File: src/f2i_pkg.sv
/*
 * Shared constants and types for the float-to-integer conversion datapath:
 * opcode words, operand field positions, saturation limits and flag reset.
 * Assumes nothing of its surroundings; compiled before every other file.
 */
`default_nettype none

package f2i_pkg;

	// ----------------------------------------------------------------
	// Opcode words
	// ----------------------------------------------------------------
	localparam logic [15:0] LSW_S16   = 16'he68c;
	localparam logic [15:0] LSW_S32   = 16'he688;
	localparam logic [15:0] LSW_U16   = 16'he68e;
	localparam logic [15:0] LSW_U32   = 16'he68a;
	localparam logic [15:0] LSW_FRAC  = 16'he6f1;
	localparam logic [9:0]  MSW_TRUNC = 10'h000;
	localparam logic [9:0]  MSW_ROUND = 10'h200;

	// ----------------------------------------------------------------
	// Field positions in the high opcode word
	// ----------------------------------------------------------------
	localparam int MSW_MODE_LSB = 6;
	localparam int SRC_LSB      = 3;
	localparam int DST_LSB      = 0;
	localparam int REG_SEL_W    = 3;

	// ----------------------------------------------------------------
	// Float format and saturation limits
	// ----------------------------------------------------------------
	localparam logic signed [9:0] EXP_BIAS = 10'sh07f;
	localparam int               FRAC_W   = 23;
	localparam logic [33:0] S16_POS_MAX = 34'h000007fff;
	localparam logic [33:0] S16_NEG_MAX = 34'h000008000;
	localparam logic [33:0] S32_POS_MAX = 34'h07fffffff;
	localparam logic [33:0] S32_NEG_MAX = 34'h080000000;
	localparam logic [33:0] U16_MAX     = 34'h00000ffff;
	localparam logic [33:0] U32_MAX     = 34'h0ffffffff;

	// ----------------------------------------------------------------
	// Status flags
	// ----------------------------------------------------------------
	localparam int         FLAG_W      = 7;
	localparam logic [6:0] FLAGS_RESET = 7'h00;

	typedef enum logic [2:0] {
		OP_NONE,
		OP_S16_ROUND,
		OP_S16_TRUNC,
		OP_S32_TRUNC,
		OP_U16_TRUNC,
		OP_U16_ROUND,
		OP_U32,
		OP_FRAC
	} f2i_op_e;

endpackage

`default_nettype wire

File: src/f2i_to_int.sv
/*
 * Combinational float to integer converter with saturation and optional
 * round-half-to-even. Assumes a single-precision input; result is settled
 * within one cycle of the enclosing datapath.
 */
`timescale 1ns/100ps
`default_nettype none

module f2i_to_int
	import f2i_pkg::*;
(
	input  wire logic [31:0] i_float,
	input  wire logic        i_round,
	input  wire logic        i_signed,
	input  wire logic        i_wide,
	output logic      [31:0] o_int
);

	logic              sign;
	logic [7:0]        bexp;
	logic [23:0]       mant;
	logic signed [9:0] shift;
	logic [64:0]       fixed;
	logic [32:0]       int_part;
	logic              inc;
	logic [33:0]       mag;
	logic [33:0]       pos_max;
	logic [33:0]       neg_max;
	logic [33:0]       res;

	always_comb
	begin
		sign  = i_float[31];
		bexp  = i_float[30:23];
		mant  = {(bexp != 8'h00), i_float[22:0]};
		shift = $signed({2'b00, bexp}) - EXP_BIAS;
		// Q33.32 magnitude; denormals count as zero, huge and NaN force saturation
		fixed = {32'h0000_0000, mant, 9'h000};
		if (bexp == 8'h00)
			fixed = '0;
		else if (shift > 10'sh020)
			fixed = {65{1'b1}};
		else if (shift >= 10'sh000)
			fixed = fixed << shift[5:0];
		else if (shift > -10'sh028)
			fixed = fixed >> 6'(-shift);
		else
			fixed = '0;
		int_part = fixed[64:32];
		inc = i_round && fixed[31] && ((|fixed[30:0]) || int_part[0]);
		mag = {1'b0, int_part} + {33'h0, inc};
		pos_max = i_wide ? (i_signed ? S32_POS_MAX : U32_MAX) : (i_signed ? S16_POS_MAX : U16_MAX);
		neg_max = i_signed ? (i_wide ? S32_NEG_MAX : S16_NEG_MAX) : 34'h0;
		if (sign)
			res = (mag > neg_max) ? 34'h0 - neg_max : 34'h0 - mag;
		else
			res = (mag > pos_max) ? pos_max : mag;
		// wide keeps all 32 bits; narrow upper half zero or sign copies
		if (i_wide)
			o_int = res[31:0];
		else if (i_signed)
			o_int = {{16{res[15]}}, res[15:0]};
		else
			o_int = {16'h0000, res[15:0]};
	end

endmodule

`default_nettype wire

File: src/f2i_frac.sv
/*
 * Combinational fractional-part extractor for single-precision values.
 * Assumes a single-precision input; NaN and infinity pass through unchanged.
 */
`timescale 1ns/100ps
`default_nettype none

module f2i_frac
	import f2i_pkg::*;
(
	input  wire logic [31:0] i_float,
	output logic      [31:0] o_float
);

	logic [7:0]        bexp;
	logic signed [9:0] shift;
	logic [22:0]       frac;
	logic [4:0]        lead;

	always_comb
	begin
		bexp  = i_float[30:23];
		shift = $signed({2'b00, bexp}) - EXP_BIAS;
		frac  = 23'(i_float[22:0] << shift[4:0]);
		lead  = 5'h00;
		for (int b = 0; b < FRAC_W; b++)
			if (frac[b])
				lead = 5'(b);
		o_float = i_float;
		if (bexp != 8'hff && shift >= 10'sh000)
		begin
			if (shift >= 10'sh017 || frac == 23'h000000)
				o_float = 32'h0000_0000;
			else
				o_float = {i_float[31], 8'(EXP_BIAS - 10'(FRAC_W) + 10'(lead)),
					23'(frac << (5'(FRAC_W) - lead))};
		end
	end

endmodule

`default_nettype wire

File: src/f2i_convert.sv
/*
 * Float conversion execution unit: decodes the conversion opcodes, reads
 * the source operand, converts, and hands a write-back to the register
 * file one cycle after issue. Also holds the float status flags, which
 * these operations never touch.
 * Assumes the pipeline presents the source register value in the issue
 * cycle and writes the destination at the clock edge that ends the cycle
 * in which write-back is shown.
 */
`timescale 1ns/100ps
`default_nettype none

// Notes on behaviour
// - Decode signed 16-bit rounding opcode
// - Round to nearest even, sign extend
// - Decode signed 32-bit truncating opcode
// - Signed 32-bit result, fraction truncated
// - Decode unsigned 16-bit truncating opcode
// - Truncate toward zero, upper half zero
// - Unsigned 16-bit clamps to 65535 first
// - Round variant of unsigned 16-bit
// - Decode unsigned 32-bit opcode
// - Full register unsigned 32-bit result
// - Fraction opcode returns fractional part only
// - No status flag changes from a conversion
// - Result lands after one delay slot
// - Three-bit source and destination selects
// - Signed 16-bit truncating variant, sign extended
module f2i_convert
	import f2i_pkg::*;
(
	input  wire logic                 i_clock,
	input  wire logic                 i_rst,
	input  wire logic                 i_issue,
	input  wire logic [15:0]          i_opcode_lsw,
	input  wire logic [15:0]          i_opcode_msw,
	input  wire logic [31:0]          i_src_data,
	input  wire logic                 i_flag_wr_en,
	input  wire logic [FLAG_W-1:0]    i_flag_wr_data,
	output logic                      o_accept,
	output logic      [REG_SEL_W-1:0] o_src_sel,
	output logic                      o_wb_valid,
	output logic      [REG_SEL_W-1:0] o_wb_dest,
	output logic      [31:0]          o_wb_data,
	output logic                      o_slot_conflict,
	output logic      [FLAG_W-1:0]    o_flags
);

	// ----------------------------------------------------------------
	// Decode
	// ----------------------------------------------------------------
	f2i_op_e              op;
	logic [9:0]           mode;
	logic [REG_SEL_W-1:0] dst_sel;
	logic                 cv_round;
	logic                 cv_signed;
	logic                 cv_wide;
	logic [31:0]          int_res;
	logic [31:0]          frac_res;

	always_comb
	begin
		mode    = i_opcode_msw[15:MSW_MODE_LSB];
		dst_sel = i_opcode_msw[DST_LSB +: REG_SEL_W];
		op      = OP_NONE;
		if (mode == MSW_TRUNC)
		begin
			case (i_opcode_lsw)
				LSW_S16:  op = OP_S16_TRUNC;
				LSW_S32:  op = OP_S32_TRUNC;
				LSW_U16:  op = OP_U16_TRUNC;
				LSW_U32:  op = OP_U32;
				LSW_FRAC: op = OP_FRAC;
				default:  op = OP_NONE;
			endcase
		end
		else if (mode == MSW_ROUND)
		begin
			case (i_opcode_lsw)
				LSW_S16: op = OP_S16_ROUND;
				LSW_U16: op = OP_U16_ROUND;
				default: op = OP_NONE;
			endcase
		end
		cv_round  = (op == OP_S16_ROUND) || (op == OP_U16_ROUND);
		cv_signed = (op == OP_S16_ROUND) || (op == OP_S16_TRUNC) || (op == OP_S32_TRUNC);
		cv_wide   = (op == OP_S32_TRUNC) || (op == OP_U32);
	end

	assign o_accept  = i_issue && (op != OP_NONE);
	assign o_src_sel = i_opcode_msw[SRC_LSB +: REG_SEL_W];

	// ----------------------------------------------------------------
	// Arithmetic
	// ----------------------------------------------------------------
	f2i_to_int u_to_int (
		.i_float  (i_src_data),
		.i_round  (cv_round),
		.i_signed (cv_signed),
		.i_wide   (cv_wide),
		.o_int    (int_res)
	);

	f2i_frac u_frac (
		.i_float (i_src_data),
		.o_float (frac_res)
	);

	// ----------------------------------------------------------------
	// Write-back stage
	// ----------------------------------------------------------------
	logic                 wb_valid;
	logic [REG_SEL_W-1:0] wb_dest;
	logic [31:0]          wb_data;
	logic                 slot_conflict;
	logic                 next_wb_valid;
	logic [REG_SEL_W-1:0] next_wb_dest;
	logic [31:0]          next_wb_data;
	logic                 next_slot_conflict;

	always_comb
	begin
		// one register stage, visible after the slot
		next_wb_valid = o_accept;
		next_wb_dest  = o_accept ? dst_sel : wb_dest;
		next_wb_data  = wb_data;
		if (o_accept)
			next_wb_data = (op == OP_FRAC) ? frac_res : int_res;
		// flag a delay slot touching the pending register
		next_slot_conflict = wb_valid && o_accept && (dst_sel == wb_dest || o_src_sel == wb_dest);
	end

	always_ff @(posedge i_clock)
	begin
		if (i_rst)
		begin
			wb_valid      <= 1'b0;
			wb_dest       <= '0;
			wb_data       <= 32'h0000_0000;
			slot_conflict <= 1'b0;
		end
		else
		begin
			wb_valid      <= next_wb_valid;
			wb_dest       <= next_wb_dest;
			wb_data       <= next_wb_data;
			slot_conflict <= next_slot_conflict;
		end
	end

	assign o_wb_valid      = wb_valid;
	assign o_wb_dest       = wb_dest;
	assign o_wb_data       = wb_data;
	assign o_slot_conflict = slot_conflict;

	// ----------------------------------------------------------------
	// Status flags
	// ----------------------------------------------------------------
	logic [FLAG_W-1:0] flags;
	logic [FLAG_W-1:0] next_flags;

	// Conversions have no path into the flags; only other units write them
	always_comb
	begin
		next_flags = i_flag_wr_en ? i_flag_wr_data : flags;
	end

	always_ff @(posedge i_clock)
	begin
		if (i_rst)
			flags <= FLAGS_RESET;
		else
			flags <= next_flags;
	end

	assign o_flags = flags;
endmodule

`default_nettype wire

File: config.mk
export PLATFORM = sky130hd
export DESIGN_NAME = f2i_convert
export DESIGN_NICKNAME = d
export VERILOG_FILES = /design/src/f2i_pkg.sv /design/src/f2i_to_int.sv /design/src/f2i_frac.sv /design/src/f2i_convert.sv
export SDC_FILE = /design/constraint.sdc
export NUM_CORES = 1
export LEC_CHECK = 0
export BUFFER_PORTS_ARGS = -buffer_cell sky130_fd_sc_hd__buf_2
export CAP_MARGIN = 20
export CELL_PAD_IN_SITES_DETAIL_PLACEMENT = 1
export CELL_PAD_IN_SITES_GLOBAL_PLACEMENT = 1
export CORE_AREA = 3 3 167 169
export DETAILED_ROUTE_END_ITERATION = 8
export DIE_AREA = 0 0 170 172
export PLACE_DENSITY = 0.82
export SLEW_MARGIN = 0
export SYNTH_ARGS = -nofsm -noshare
export SYNTH_HDL_FRONTEND = slang
export SYNTH_SLANG_ARGS = --single-unit
File: constraint.sdc
create_clock -name i_clock -period 12.21 [get_ports i_clock]
set_input_delay 1.8315 -clock i_clock [delete_from_list [all_inputs] [get_ports i_clock]]
set_output_delay 1.8315 -clock i_clock [all_outputs]
set_load 0.02 [all_outputs]
==> reports/summary.md <==
Share of synthesized flip-flops with an asynchronous set or reset: 0. Insertion delay to the later sink of the worst-skew pair: 290 ps. The run gives 0 as the number of warning messages in the yosys log. The worst hold path was traced through 2 stages.

For this block, the initial DRC count from the detailed router was 2,035. Die boundary height: 172 um. Along the worst path, the maximum fanout reaches 62.

The run gives 0 as the total of endpoints with negative setup slack in the final report. The run gives 11,830 um2 as the area of the mapped netlist. The run finished with clean final reports. Top cell type's share of synthesized area: 0.1033. The run gives 0.719 as the share of power burned in combinational logic. The post-synthesis sequential area ratio is 0.07448, and the clock-pin transition on the worst setup and hold timing paths is 60 ps.

The average via count per standard cell was 7.314. For this run, design rule violations remaining after detail routing come to 0. The gate count of the mapped netlist is 1,695, and the cell area after layout is 12,730 um2. The first global-routing pass estimated 90.13 mm of wire. Entering global routing, the biggest net connects 63 pins. The number of inserted filler cells in the final layout was 3,477. The clock root buffer master is clkbuf_16.

The commonest cells after synthesis are 167 x nor2_1, 163 x nand2_1, 122 x mux2i_1. The post-synthesis cell type count was 96. The number of standard-cell rows in the floorplan is 60. The number of enable-type register cells in the synthesized netlist is 0, and the clock share of power is 0.135. The cell taking the most area after synthesis was mux2i_1. The number of antenna violations at the first check in global routing was 0; the HPWL after detailed placement was 47.92 mm.

Mean cell area of the mapped netlist: 6.977 um2. The switching share of power came out at 0.5376. The number of port buffers was 122; the count of pins over their slew limit was 0. For the total wirelength of the detailed-routed design, the log shows 60.63 mm. By instance count, the leading cell after synthesis is nor2_1. Setup repair after global routing left no endpoint under its margin. After synthesis the netlist holds a flip-flop and latch count of 44. IR analysis of the VDD net gives a maximum drop of 0.05102 mV. For the number of cells in the design after placement, the log shows 2,053. The via count of the first global-routing pass is 14,460, and the delay of the slowest critical-path stage is 810 ps. STA classifies the critical path startpoint as a primary input.

The standby leakage power is 4.902 nW, and the number of non-filler instances in the completed layout is 2,063. The initial standard-cell utilization of the core came out at 0.4425. CTS saw 44 sinks. The total number of vias is 15,090. At the end of the flow, the number of nets in the layout was 1,824. Among all flip-flop cells after synthesis, the most frequent one is dfxtp_1.

The total of max-cap violations came out at 0. The worst-margin pin slew was 1172 ps. When the netlist entered floorplanning its net count stood at 1,797.

Counting stages on the worst path, the most repeated cell is nand2_1. The cell area after placement came out at 12,560 um2. 0 antenna diodes ended up in the layout.

The aggregate global-route resource usage came out at 0.3973. In the final routed layout, each cell accounts on average for 29.39 um. The floorplan step defined a die boundary enclosing 29,240 um2. The type of the worst setup path is primary input to flip-flop.

Among all stages on the critical path, the largest delay is contributed by ha_4. The internal portion of the total power is 0.4593 mW. Adding up every negative setup slack in the final design gives 0 ps. The global placer's final weighted congestion is 1.028. The area growth from synthesis to layout was 7.628%. By area the synthesized netlist is led by mux2i_1 10%, dfxtp_1 7.4%, nor2_1 5.3%, nand2_1 5.2%, mux4_2 5.0%. The class of the tightest hold or removal check is flip-flop to flip-flop. The tightest slew margin relative to the limit was 0.2075.

TritonCTS created 5 clock buffers. The number of post-CTS setup repair buffers is 0. The placeable core region was 26,730 um2.

TritonCTS built the clock tree. The tools report the highest clock rate as 87.73 MHz. At the worst endpoint, the arrival time is 11,610 ps. The analysis attributes to net switching a power of 0.5339 mW. The logs give 0 for the number of hold violations in the final report and 123 for the I/O pin total. The number of cells traversed by the worst register-to-register path was 4; the number of nets with antenna violations after routing was 0. Total power for the finished layout comes to 0.9932 mW.

The clock passes through at most 2 buffers. In this run the number of H-tree levels came out at 2. The share of post-route cells with drive strength above 1 came out at 0.1748. Residual overflow from global routing: 0.

The kind of end point of the critical path was a flip-flop. The minimum clock period after layout was 11,400 ps; the number of detailed-routing iterations run before antenna repair was 6. At the worst endpoint, the required time is 12,420 ps.

On the final layout, the worst clock skew is 1.736 ps. The horizontal extent of the die is 170 um. In this run the power density over the cells is 78.03 nW/um2.

The share of the clock period used by the worst path is 0.9335, and the sequential share of power is 0.146.
final timing paths:
check,startpoint,slack (ps),to
min reg2reg,o_wb_data[23]$_SDFFE_PP0P_,450,o_wb_data[23]$_SDFFE_PP0P_
max,i_src_data[23],810,o_wb_data[27]$_SDFFE_PP0P_
min,o_wb_data[23]$_SDFFE_PP0P_,450,o_wb_data[23]$_SDFFE_PP0P_
max reg2reg,o_wb_dest[1]$_SDFFE_PP0P_,11240,o_slot_conflict$_SDFF_PP0_
logic make-up (layout without fill, tap and decap cells):
| kind of cell | Yosys count | count (layout) | share of synthesized area |
|---|---|---|---|
| fa+ha+maj | 27 | 27 | 0.02857 |
| compound gates | 544 | 544 | 0.3177 |
| mux | 185 | 185 | 0.1880 |
| xor+xnor | 38 | 38 | 0.03005 |
| buf+inv | 186 | 213 | 0.06993 |
| flops | 44 | 44 | 0.07448 |
| simple gates | 671 | 671 | 0.2913 |
cells in the final DEF (no fill, tap or decap), types with 9 or more instances in the layout:
| cell type | instances |
|---|---|
| a211o_1 | 16 |
| a211oi_1 | 24 |
| a21o_1 | 9 |
| a21oi_1 | 108 |
| a221oi_1 | 21 |
| a22o_1 | 11 |
| a22oi_1 | 16 |
| a31oi_1 | 26 |
| and2_1 | 20 |
| and3_1 | 12 |
| buf_2 | 121 |
| buf_4 | 41 |
| dfxtp_1 | 44 |
| ha_1 | 26 |
| inv_1 | 37 |
| mux2_2 | 37 |
| mux2i_1 | 122 |
| mux4_2 | 26 |
| nand2_1 | 163 |
| nand2b_1 | 21 |
| nand3_1 | 45 |
| nand4_1 | 25 |
| nor2_1 | 166 |
| nor2b_1 | 21 |
| nor3_1 | 61 |
| nor3b_1 | 12 |
| nor4_1 | 20 |
| o211ai_1 | 26 |
| o21a_1 | 16 |
| o21ai_0 | 101 |
| o21ai_1 | 10 |
| o221ai_1 | 13 |
| o22ai_1 | 12 |
| o31ai_1 | 17 |
| o32ai_1 | 10 |
| or2_2 | 19 |
| or3_1 | 21 |
| xnor2_1 | 18 |
| xor2_1 | 14 |
state kept, by name, indices dropped and copies added (netlist names):
name             cells
o_wb_data           32
o_flags              7
o_wb_dest            3
o_slot_conflict      1
o_wb_valid           1
area by class of cell:
cell class / instances / area, um2 / area share
tap: 341 / 426.7 / 0.03352
inverter: 41 / 153.9 / 0.01209
clock inverter: 2 / 12.51 / 0.0009830
clock buffer: 5 / 125.1 / 0.009830
timing repair buffer: 165 / 940.9 / 0.07392
sequential: 44 / 880.8 / 0.06920
multi-input combinational: 1465 / 10190 / 0.8004
critical path: cells and delay by family:
kind                       cells  cell delay (ps)
AOI/OAI and AO/OA             14             3630
xor gates and xnor gates       1              390
adders and majority gates      3             1390
buffers and inverters          6             1590
muxes                          2              770
and+or+nand+nor               10             1940
power by group through the flow:
stage                     logic [mW]  clock network [mW]  registers, mW
after floorplan                0.469                   0          0.150
final                          0.714               0.134          0.145
after CTS                      0.683               0.136          0.145
after global placement         0.669                   0          0.149
after global routing           0.749               0.139          0.145
after detailed placement       0.680                   0          0.149
metrics by stage:
| step | util | hold slack (ps) | worst slack, ps |
|---|---|---|---|
| 5_1_grt | 0.4763 | 469.2 | 160.0 |
| 4_1_cts | 0.4752 | 452.6 | 881.1 |
| 2_1_floorplan | - | 516.9 | 2022 |
| 6_report | 0.4763 | 446.2 | 811.7 |
| 3_5_place_dp | 0.4700 | 443.8 | 615.0 |
| 3_3_place_gp | 0.4700 | 421.4 | 1094 |
metal layers:
layer  global-route usage  vias up  share of wire
met3              0.08436      180           0.11
met2               0.6106      970           0.43
met4               0.1831        0          0.052
met5                    0        -              0
li1                     -     6555              -
met1               0.5348     7383           0.41
timing repair:
action | in CTS | in global routing
gates resized for setup | 0 | 1
endpoints found under the setup margin | 0 | 4
hold buffers | 0 | 0
(Power assumes the default switching activity.)
